File: src/logic/dual_timer_pkg.sv
// constants and carriers for the two-channel timer/counter block
// Operation
// each timer has four modes from a two-bit field: 00 prescaled, 10 reload, 11 split
// mode 0: 8-bit counter fed through a divide-by-32 prescaler
// mode 3: timer 0 splits into two 8-bit counters, timer 1 stops
// timer function counts once per machine cycle, one sixth of oscillator rate
// counter function counts each falling edge on its external count input
// edge detection takes two machine cycles; source edges no faster than osc/12
// each timer may be gated by its external gate input for pulse measurement
// mode 1 counts 16 bits and sets overflow flag on wrap to zero
package dual_timer_pkg;
  // register byte addresses
  localparam logic [3:0] mode_addr = 4'h0;  // timer_mode_register
  localparam logic [3:0] ctrl_addr = 4'h4;  // run bits and overflow flags
  localparam logic [3:0] cnt0_addr = 4'h8;  // timer 0 high:low
  localparam logic [3:0] cnt1_addr = 4'hc;  // timer 1 high:low
  // mode field encodings
  localparam logic [1:0] mode_presc = 2'h0;
  localparam logic [1:0] mode_wide = 2'h1;
  localparam logic [1:0] mode_reload = 2'h2;
  localparam logic [1:0] mode_split = 2'h3;
  // timing: one machine cycle is six oscillator periods
  localparam int osc_per_mc = 6;
  localparam logic [2:0] mc_last = 3'(osc_per_mc - 1);
  localparam logic [4:0] presc_last = 5'h1f;  // divide by 32
  localparam logic [7:0] byte_ones = 8'hff;
  // axi responses
  localparam logic [1:0] resp_okay = 2'h0;
  localparam logic [1:0] resp_slverr = 2'h2;
  // per-timer mode nibble: gate, counter select, mode
  typedef struct packed {
    logic gate_en;
    logic cnt_sel;
    logic [1:0] mode;
  } tmode_t;
  typedef struct packed {
    logic [7:0] high;
    logic [7:0] low;
  } tcount_t;
endpackage

File: src/logic/dual_timer_counter.sv
// two timer/counters with an axi4-lite register slave
//
// Implementation choices: the address map and the AXI4-Lite register port.
module dual_timer_counter
  import dual_timer_pkg::*;
(
  // clock and reset
  input wire logic clock,
  input wire logic rst_n,
  // external pins
  input wire logic count_input_a,
  input wire logic count_input_b,
  input wire logic gate_input_a,
  input wire logic gate_input_b,
  // axi4-lite write
  input wire logic [3:0] awaddr,
  input wire logic awvalid,
  output logic awready,
  input wire logic [31:0] wdata,
  input wire logic [3:0] wstrb,
  input wire logic wvalid,
  output logic wready,
  output logic [1:0] bresp,
  output logic bvalid,
  input wire logic bready,
  // axi4-lite read
  input wire logic [3:0] araddr,
  input wire logic arvalid,
  output logic arready,
  output logic [31:0] rdata,
  output logic [1:0] rresp,
  output logic rvalid,
  input wire logic rready,
  // overflow flags
  output logic ovf0,
  output logic ovf1
);
  tmode_t mode0_r, mode1_r;
  tcount_t cnt0_r, cnt1_r;
  logic [4:0] pre0_r, pre1_r;
  logic [2:0] mc_r;
  logic [1:0] run_r;
  logic [3:0] aw_r;
  logic aw_ok_r, w_ok_r;
  logic [31:0] w_r;
  logic [3:0] ws_r;
  logic cin0_r, cin1_r, cprev0_r, cprev1_r;
  logic mc_tick;
  logic edge0, edge1, inc0, inc1, inc0h;
  logic wr_go;
  logic wr_mode, wr_ctrl, wr_cnt0, wr_cnt1;

  function automatic logic [7:0] wbyte(input logic [7:0] old, input logic [7:0] nw, input logic en);
    wbyte = en ? nw : old;
  endfunction

  ////////////////////////////////////////////////////////////////
  // machine cycle: six clocks stand for six oscillator periods
  always_ff @(posedge clock or negedge rst_n) begin
    if (!rst_n) begin
      mc_r <= 3'h0;
    end else begin
      mc_r <= (mc_r == mc_last) ? 3'h0 : mc_r + 3'h1;
    end
  end
  assign mc_tick = (mc_r == mc_last);

  // pins sampled once per machine cycle; an edge needs two samples
  always_ff @(posedge clock or negedge rst_n) begin
    if (!rst_n) begin
      cin0_r <= 1'b1;
      cin1_r <= 1'b1;
      cprev0_r <= 1'b1;
      cprev1_r <= 1'b1;
    end else if (mc_tick) begin
      cin0_r <= count_input_a;
      cin1_r <= count_input_b;
      cprev0_r <= cin0_r;
      cprev1_r <= cin1_r;
    end
  end
  assign edge0 = cprev0_r & ~cin0_r;
  assign edge1 = cprev1_r & ~cin1_r;

  // count enables: source, run bit and optional gate
  always_comb begin
    inc0 = mc_tick & run_r[0] & (mode0_r.cnt_sel ? edge0 : 1'b1)
           & (~mode0_r.gate_en | gate_input_a);
    inc1 = mc_tick & run_r[1] & (mode1_r.cnt_sel ? edge1 : 1'b1)
           & (~mode1_r.gate_en | gate_input_b)
           & (mode0_r.mode != mode_split);
    // split high half of timer 0 is a pure timer on timer 1's run bit
    inc0h = mc_tick & run_r[1] & (mode0_r.mode == mode_split);
  end

  ////////////////////////////////////////////////////////////////
  // axi4-lite write path: address and data taken in either order
  assign wr_go = aw_ok_r & w_ok_r & ~bvalid;
  assign wr_mode = wr_go & (aw_r == mode_addr);
  assign wr_ctrl = wr_go & (aw_r == ctrl_addr);
  assign wr_cnt0 = wr_go & (aw_r == cnt0_addr);
  assign wr_cnt1 = wr_go & (aw_r == cnt1_addr);

  always_ff @(posedge clock or negedge rst_n) begin
    if (!rst_n) begin
      aw_ok_r <= 1'b0;
      w_ok_r <= 1'b0;
      aw_r <= 4'h0;
      w_r <= 32'h0;
      ws_r <= 4'h0;
      awready <= 1'b0;
      wready <= 1'b0;
      bvalid <= 1'b0;
      bresp <= resp_okay;
    end else begin
      awready <= ~aw_ok_r & ~awready & awvalid;
      wready <= ~w_ok_r & ~wready & wvalid;
      if (awvalid & awready) begin
        aw_ok_r <= 1'b1;
        aw_r <= {awaddr[3:2], 2'h0};
      end
      if (wvalid & wready) begin
        w_ok_r <= 1'b1;
        w_r <= wdata;
        ws_r <= wstrb;
      end
      if (wr_go) begin
        aw_ok_r <= 1'b0;
        w_ok_r <= 1'b0;
        bvalid <= 1'b1;
        bresp <= resp_okay;
      end else if (bvalid & bready) begin
        bvalid <= 1'b0;
      end
    end
  end

  // mode register: timer 0 in bits 3:0, timer 1 in bits 7:4
  always_ff @(posedge clock or negedge rst_n) begin
    if (!rst_n) begin
      mode0_r <= '0;
      mode1_r <= '0;
    end else if (wr_mode & ws_r[0]) begin
      mode0_r <= w_r[3:0];
      mode1_r <= w_r[7:4];
    end
  end

  // run bits, software sets and clears
  always_ff @(posedge clock or negedge rst_n) begin
    if (!rst_n) begin
      run_r <= 2'h0;
    end else if (wr_ctrl & ws_r[0]) begin
      run_r <= w_r[1:0];
    end
  end

  ////////////////////////////////////////////////////////////////
  // timer 0 counting; a write takes priority over a count
  always_ff @(posedge clock or negedge rst_n) begin
    if (!rst_n) begin
      cnt0_r <= '0;
      pre0_r <= 5'h0;
      ovf0 <= 1'b0;
    end else begin
      if (wr_cnt0) begin
        cnt0_r.low <= wbyte(cnt0_r.low, w_r[7:0], ws_r[0]);
        cnt0_r.high <= wbyte(cnt0_r.high, w_r[15:8], ws_r[1]);
      end else begin
        if (inc0) begin
          case (mode0_r.mode)
            mode_presc: begin
              pre0_r <= pre0_r + 5'h1;
              if (pre0_r == presc_last) cnt0_r.high <= cnt0_r.high + 8'h1;
            end
            mode_wide: cnt0_r <= cnt0_r + 16'h1;
            mode_reload: cnt0_r.low <= (cnt0_r.low == byte_ones) ? cnt0_r.high : cnt0_r.low + 8'h1;
            default: cnt0_r.low <= cnt0_r.low + 8'h1;
          endcase
        end
        if (inc0h) cnt0_r.high <= cnt0_r.high + 8'h1;
      end
      // set beats the clear written in the same cycle; a count lost to a write sets no flag
      if (wr_ctrl & ws_r[0] & w_r[4]) ovf0 <= 1'b0;
      if (inc0 && !wr_cnt0 && (((mode0_r.mode == mode_wide) && (cnt0_r == 16'hffff)) ||
          ((mode0_r.mode == mode_presc) && (pre0_r == presc_last) && (cnt0_r.high == byte_ones)) ||
          ((mode0_r.mode[1]) && (cnt0_r.low == byte_ones))))
        ovf0 <= 1'b1;
    end
  end

  // timer 1 counting; in split it holds, its flag is driven by timer 0 high
  always_ff @(posedge clock or negedge rst_n) begin
    if (!rst_n) begin
      cnt1_r <= '0;
      pre1_r <= 5'h0;
      ovf1 <= 1'b0;
    end else begin
      if (wr_cnt1) begin
        cnt1_r.low <= wbyte(cnt1_r.low, w_r[7:0], ws_r[0]);
        cnt1_r.high <= wbyte(cnt1_r.high, w_r[15:8], ws_r[1]);
      end else if (inc1) begin
        case (mode1_r.mode)
          mode_presc: begin
            pre1_r <= pre1_r + 5'h1;
            if (pre1_r == presc_last) cnt1_r.high <= cnt1_r.high + 8'h1;
          end
          mode_wide: cnt1_r <= cnt1_r + 16'h1;
          mode_reload: cnt1_r.low <= (cnt1_r.low == byte_ones) ? cnt1_r.high : cnt1_r.low + 8'h1;
          default: cnt1_r <= cnt1_r;  // mode 3 on timer 1 holds its count
        endcase
      end
      if (wr_ctrl & ws_r[0] & w_r[5]) ovf1 <= 1'b0;
      if ((inc1 && !wr_cnt1 && (((mode1_r.mode == mode_wide) && (cnt1_r == 16'hffff)) ||
          ((mode1_r.mode == mode_presc) && (pre1_r == presc_last) && (cnt1_r.high == byte_ones)) ||
          ((mode1_r.mode == mode_reload) && (cnt1_r.low == byte_ones)))) ||
          (inc0h && !wr_cnt0 && (cnt0_r.high == byte_ones)))
        ovf1 <= 1'b1;
    end
  end

  ////////////////////////////////////////////////////////////////
  // axi4-lite read path
  always_ff @(posedge clock or negedge rst_n) begin
    if (!rst_n) begin
      arready <= 1'b0;
      rvalid <= 1'b0;
      rdata <= 32'h0;
      rresp <= resp_okay;
    end else begin
      arready <= ~arready & ~rvalid & arvalid;
      if (arvalid & arready) begin
        rvalid <= 1'b1;
        rresp <= resp_okay;
        if ({araddr[3:2], 2'h0} == mode_addr) rdata <= {24'h0, mode1_r, mode0_r};
        else if ({araddr[3:2], 2'h0} == ctrl_addr) rdata <= {26'h0, ovf1, ovf0, 2'h0, run_r};
        else if ({araddr[3:2], 2'h0} == cnt0_addr) rdata <= {16'h0, cnt0_r};
        else rdata <= {16'h0, cnt1_r};
      end else if (rvalid & rready) begin
        rvalid <= 1'b0;
      end
    end
  end

  ////////////////////////////////////////////////////////////////
  // checks
  machine_tick_a: assert property (@(posedge clock) disable iff (!rst_n)
    mc_tick |=> !mc_tick [*5]) else $error("machine tick not every six clocks");
  split_stop_a: assert property (@(posedge clock) disable iff (!rst_n)
    (mode0_r.mode == mode_split && !wr_cnt1) |=> $stable(cnt1_r)) else $error("timer 1 moved in split");
  gate_hold_a: assert property (@(posedge clock) disable iff (!rst_n)
    (mode0_r.gate_en && !gate_input_a && !wr_cnt0 && !inc0h && mode0_r.mode == mode_wide)
    |=> $stable(cnt0_r)) else $error("gated timer 0 counted");
  wide_count_a: assert property (@(posedge clock) disable iff (!rst_n)
    (inc0 && !wr_cnt0 && mode0_r.mode == mode_wide) |=> cnt0_r == $past(cnt0_r) + 16'h1)
    else $error("16-bit step wrong");
  wide_wrap_a: assert property (@(posedge clock) disable iff (!rst_n)
    (inc0 && !wr_cnt0 && mode0_r.mode == mode_wide && cnt0_r == 16'hffff) |=> ovf0)
    else $error("wrap flag missing");
  presc_step_a: assert property (@(posedge clock) disable iff (!rst_n)
    (inc0 && !wr_cnt0 && mode0_r.mode == mode_presc && pre0_r != presc_last) |=> $stable(cnt0_r))
    else $error("prescaler leaked");
  // judged from the pin itself: high two machine cycles back, low one machine cycle back
  edge_count_a: assert property (@(posedge clock) disable iff (!rst_n)
    (inc0 && mode0_r.cnt_sel) |-> ($past(count_input_a, 12) && !$past(count_input_a, 6)))
    else $error("count without falling edge");
  reload_load_a: assert property (@(posedge clock) disable iff (!rst_n)
    (inc1 && !wr_cnt1 && mode1_r.mode == mode_reload && cnt1_r.low == byte_ones)
    |=> cnt1_r.low == $past(cnt1_r.high)) else $error("reload missed");
  edge_space_a: assert property (@(posedge clock) disable iff (!rst_n)
    (inc1 && mode1_r.cnt_sel) |=> !inc1 [*8]) else $error("edges too close");
endmodule  // dual_timer_counter

File: config.mk
export PLATFORM = sky130hd
export DESIGN_NAME = dual_timer_counter
export DESIGN_NICKNAME = d
export VERILOG_FILES = /design/src/logic/dual_timer_pkg.sv /design/src/logic/dual_timer_counter.sv
export SDC_FILE = /design/constraint.sdc
export NUM_CORES = 1
export LEC_CHECK = 0
export ABC_AREA = 1
export BUFFER_PORTS_ARGS = -buffer_cell sky130_fd_sc_hd__buf_2
export CAP_MARGIN = 20
export CORE_UTILIZATION = 50
export CTS_BUF_LIST = sky130_fd_sc_hd__clkbuf_8
export DETAILED_ROUTE_END_ITERATION = 12
export GPL_ROUTABILITY_DRIVEN = 0
export GPL_TIMING_DRIVEN = 0
export HOLD_SLACK_MARGIN = 0.06
export PLACE_DENSITY = 0.72
export SYNTH_ARGS = -nofsm -noshare
export SYNTH_HDL_FRONTEND = slang
export SYNTH_SLANG_ARGS = --single-unit
File: constraint.sdc
create_clock -name clock -period 3.7 [get_ports clock]
set_input_delay 0.185 -clock clock [delete_from_list [all_inputs] [get_ports clock]]
set_output_delay 0.185 -clock clock [all_outputs]
set_load 0.02 [all_outputs]
Word-level counts from Yosys, hierarchy flattened
Index checks and enable logic that the tools add are counted.
Widths: inputs -> output; s select.
{"block": "op_classes", "n_addsub": 9, "eq_ne": 27, "bitwise_logic": 46, "mux": 33, "n_reduce_logical": 43}
{"operator": "$mux 16", "count": 7}
{"operator": "$mux 8", "count": 7}
{"operator": "$pmux 8 s2", "count": 3}
{"operator": "$add 16x1->16 const B", "count": 2}
{"operator": "$add 8x1->8 const B", "count": 4}
{"operator": "$eq 16x16->1 const B", "count": 2}
{"operator": "$eq 8x8->1 const B", "count": 4}
{"operator": "$and 1x1->1", "count": 31}
{"operator": "$pmux 8 s3", "count": 1}
{"operator": "$reduce_bool 2->1", "count": 8}
{"operator": "$logic_and 1x1->1", "count": 14}
{"operator": "$mux 1", "count": 14}
{"operator": "$not 1->1", "count": 13}
{"operator": "$eq 2x2->1 const B", "count": 6}
{"operator": "$ne 2x2->1 const B", "count": 6}
{"operator": "$reduce_and 3->1", "count": 4}
{"operator": "$add 5x1->5 const B", "count": 2}
{"operator": "$eq 5x5->1 const B", "count": 2}
{"operator": "$reduce_bool 3->1", "count": 3}
{"operator": "$eq 2x1->1 const B", "count": 4}
{"operator": "$reduce_and 4->1", "count": 2}
{"operator": "$logic_not 2->1", "count": 3}
{"operator": "$logic_or 1x1->1", "count": 5}
{"operator": "$logic_not 4->1", "count": 1}
{"operator": "other kinds (8)", "count": 10}
{"block": "totals", "output_inout_bits": 43, "regBits": 120, "word_cells": 189, "input_bits": 55}

Logic depth before layout (Yosys ltp)
{"block": "logic_depth", "word_depth": 10, "depth_mapped": 13}

Least setup slack after synthesis
Ideal clock, no wire load.
{"block": "synth_timing", "path_kind": "reg2reg", "start": "register mode0_r[1] (netlist bit)", "end": "register cnt0_r[10] (netlist bit)", "arrival_ps": 1567, "path_stages_with_launch": 12, "path_buffers": 2, "synth_period_minus_slack_ps": 1689, "required_ps": 3578, "path_slack_ps": 2011, "cell_sequence": "dfrtp_1 -> inv_1 -> ha_1 -> buf_2 -> inv_1 -> o21ai_0 -> nand3_1 -> nand2_4 -> nand2_2 -> buf_6 -> nor2_1 -> a21oi_1"}
{"block": "synth_between", "elab_chain_cells": 5}
{"element": "from (decl)", "line": "dual_timer_counter.sv:38", "text": "tmode_t mode0_r, mode1_r;"}
{"element": "from (signal assigned)", "line": "dual_timer_counter.sv:144", "text": "mode0_r <= w_r[3:0];"}
{"element": "$eq 2x1->1 or $logic_not 2->1 (tied branches)", "line": "dual_timer_counter.sv:171", "text": "case (mode0_r.mode)"}
{"element": "$pmux 8 s2", "line": "dual_timer_counter.sv:171"}
{"element": "$mux 16", "line": "dual_timer_counter.sv:170", "text": "if (inc0) begin"}
{"element": "$mux 8", "line": "dual_timer_counter.sv:181", "text": "if (inc0h) cnt0_r.high <= cnt0_r.high + 8'h1;"}
{"element": "$mux 16", "line": "dual_timer_counter.sv:166", "text": "if (wr_cnt0) begin"}
{"element": "to (signal assigned)", "line": "dual_timer_counter.sv:176", "text": "mode_wide: cnt0_r <= cnt0_r + 16'h1;"}
{"element": "to (decl)", "line": "dual_timer_counter.sv:39", "text": "tcount_t cnt0_r, cnt1_r;"}
Several ways; a longest one is shown, not always the timed one. The select of a mux whose other input is x is not followed.
A chain may end at the register's enable or synchronous reset.

Worst setup path in the final report
Same ends and word-level chain as after synthesis.

==> impl_results.md <==
* Critical path class: register to register
* Post-synth top area share at 40.01%
* Resized cells post-CTS at 0
* Initial core utilization at 51.64%
* Ys Warns at 0
* Total negative slack at 0 ns
* Worst Skew at 0.01578 ns
* H-tree Lvls at 3
* Initial DRC count at 439
* Synth-to-Final Area Change at 17.12%
* Family with the most delay on the worst path: buffers and inverters
* Port Buf Inserts at 55
* Worst hold start: araddr[3]
* TritonRoute pass-1 iters at 5
* Die height at 113.8 um
* Share of cells above drive strength 1 at 13.87%
* Worst R2R Path Depth at 11
* Most frequent cells in the layout: nand2_1, dfrtp_1, inv_1, o21ai_0, nand3_1
* Slew @ Worst Pin at 0.5317 ns
* IO Pins at 98
* CP max-delay cell: dfrtp_1
* CTS Buffer Depth at 2
* Hold EP: rdata[1]$_DFFE_PN0P_
* Slew Limit Fails at 0
* Minimum clock period at 2.249 ns
* RR Startpoint: mode0_r[1]$_DFFE_PN0P_
* Hold Path Cell Cnt at 4
* Drt drc at 0
* Leak at 3.740 nW
* Crit path DAT at 2.55 ns
* Overall Power at 0.004340 W
* Largest net degree at the start of global routing at 66
* Via Count at 6,003
* ANT nets after route at 0
* Drt wl/cell at 15.00 um
* Cts hold-fix bufs at 28
* Clock slew at reported path FFs at 0.10 ns
* Fill cells at 1,110
* Yosys reg bits at 104
* Vias in the first global route at 5,602
* Drt via density at 5.193
* CP Launch Type: register
* NumNets Final at 1,050
* DIE WIDTH at 113.8 um
* Clk_lat worst skew at 0.40 ns
* Yosys top cell by area: dfrtp_1
* Distinct cell type count after synthesis at 37
* CP Data Required Time at 4.00 ns
* CTS tree: built
* Max_slew headroom at 64.55%
* Synth area leaders: dfrtp_1, nand2_1, o21ai_0
* CP Cell Sequence: inv_1 > ha_1 > buf_2 > inv_1 > o21ai_0 > nand3_1 > nand2_4 > nand2_2 > buf_6 > nor2_1 > a21oi_1
* Peak VDD IR at 0.3806 mV
* CP Capture Type: register
* Cell count after synthesis at 869
* Ys async rst share at 100.0%
* # Max-Cap Violations at 0
* Clk sinks at 104
* Synth Cell Area at 6255 sq um
* Initial antenna violation count at 0
* Core occupancy in the finished layout at 60.49%
* Floorplan core area at 12,110 sq um
* Post-DP HPWL at 13,220 um
* Cell mode on critical path: inv_1
* DP Worst Slack at 1.534 ns
* Final hold slack at 0.1668 ns
* Highest Clock Rate at 0.4447 GHz
* Most common cell after layout, fill and taps aside: nand2_1
* Total Die Area at 12,960 sq um
* Clk root buf: clkbuf_8
* Final hold violation count at 0
* Global route overflow at 0
* First-pass GRT wire length at 28,280 um
* CP bufs+invs at 4
* Slack of the worst reg-to-reg path at 1.45 ns
* EDFF count, synth at 0
* Final worst slack at 1.451 ns
* Crit-path max FO at 10
* Worst hold path class: input pin to register
* PwrDens at 592.4 nW/um^2
* RSZ-0062 raised after global routing: no
* WL final at 17,340 um
* Status: completed
* Antenna cells at 0
* Syn avg cell area at 7.198 sq um
* Post-CTS Setup Bufs at 0
* Seq/Total Area, Yosys at 41.69%
* Reg2reg end: cnt0_r[10]$_DFFE_PN0P_
* Commonest register cell after synthesis: dfrtp_1
* Rows at 40
* # setup viols final at 0
* CTS buffer count at 9
* Tcrit/Tclk final at 60.78%
* Delay of the slowest critical-path stage at 0.43 ns
* GRT Util Overall at 28.79%
[layout make-up]
cell class,instances,area (sq um),share of cell area (%)
Clock inverter,2,11.26,0.1537
Tap cell,168,210.2,2.869
Inverter,95,356.6,4.868
Timing Repair Buffer,84,585.6,7.993
Clock buffer,14,192.7,2.630
Multi-Input combinational cell,649,3117,42.54
Sequential cell,104,2608,35.59
Buffer,40,245.2,3.348
[synth_stat cells, drive strengths merged (5+ instances only)]
library cell	instances
a21oi	37
a32o	8
buf	30
clkbuf	10
dfrtp	100
ha	12
inv	95
nand2	294
nand3	77
nand4	14
nor2	76
o211ai	5
o21ai	78
xor2	9
[flip-flops by register name, indices dropped and copies added (netlist names), 2 cells and up]
register	count
mode1_r	4
w_r	16
aw_r	2
mode0_r	4
ws_r	2
pre0_r	5
cnt0_r	16
pre1_r	5
mc_r	3
cnt1_r	16
run_r	2
rdata	16
[tightest hold or removal path: cells and delay by family]
kind / cells / cell delay (ns)
AOI/OAI and AO/OA: 2 / 0.16
buffers and inverters: 1 / 0.13
and+or+nand+nor: 1 / 0.05
[worst max-delay path by stage]
stage / from / to / slack, ns / cells past startpoint
floorplan: mode0_r[1]$_DFFE_PN0P_ / cnt0_r[10]$_DFFE_PN0P_ / 2.01 / 11
global route: mode0_r[1]$_DFFE_PN0P_ / cnt0_r[10]$_DFFE_PN0P_ / 1.32 / 11
detailed placement: mode0_r[1]$_DFFE_PN0P_ / cnt0_r[10]$_DFFE_PN0P_ / 1.53 / 11
finish: mode0_r[1]$_DFFE_PN0P_ / cnt0_r[10]$_DFFE_PN0P_ / 1.45 / 11
global placement: rst_n / w_r[10]$_DFFE_PN0P_ / 1.29 / 1
CTS: mode0_r[1]$_DFFE_PN0P_ / cnt0_r[10]$_DFFE_PN0P_ / 1.52 / 11
[routing by layer]
metal	GRT usage (%)	share of wire, %
met5	0	0
met4	11.26	3.1
met3	6.854	8.1
met2	44.88	44
met1	38.83	45
[power breakdown]
group | internal (W) | switching (W)
logic | 0.000579 | 0.00110
clock network | 0.000335 | 0.000392
registers | 0.00150 | 0.000433
[metrics by stage]
| step | instance area [sq um] | std cells |
|---|---|---|
| 6_report | 7326 | 1156 |
| 3_3_place_gp | 6812 | 1111 |
| 3_5_place_dp | 6842 | 1112 |
| 2_1_floorplan | 6326 | 888 |
| 4_1_cts | 7326 | 1156 |
| 5_1_grt | 7326 | 1156 |
[kinds of logic after synthesis]
| group | share of synthesized area [%] |
|---|---|
| xor gates and xnor gates | 1.820 |
| and+or+nand+nor | 32.43 |
| AOI/OAI and AO/OA | 11.98 |
| buffers and inverters | 9.622 |
| other | 0.05995 |
| adders and majority gates | 2.400 |
| DFF | 41.69 |
Note: power is estimated with default switching activity, not from simulation.
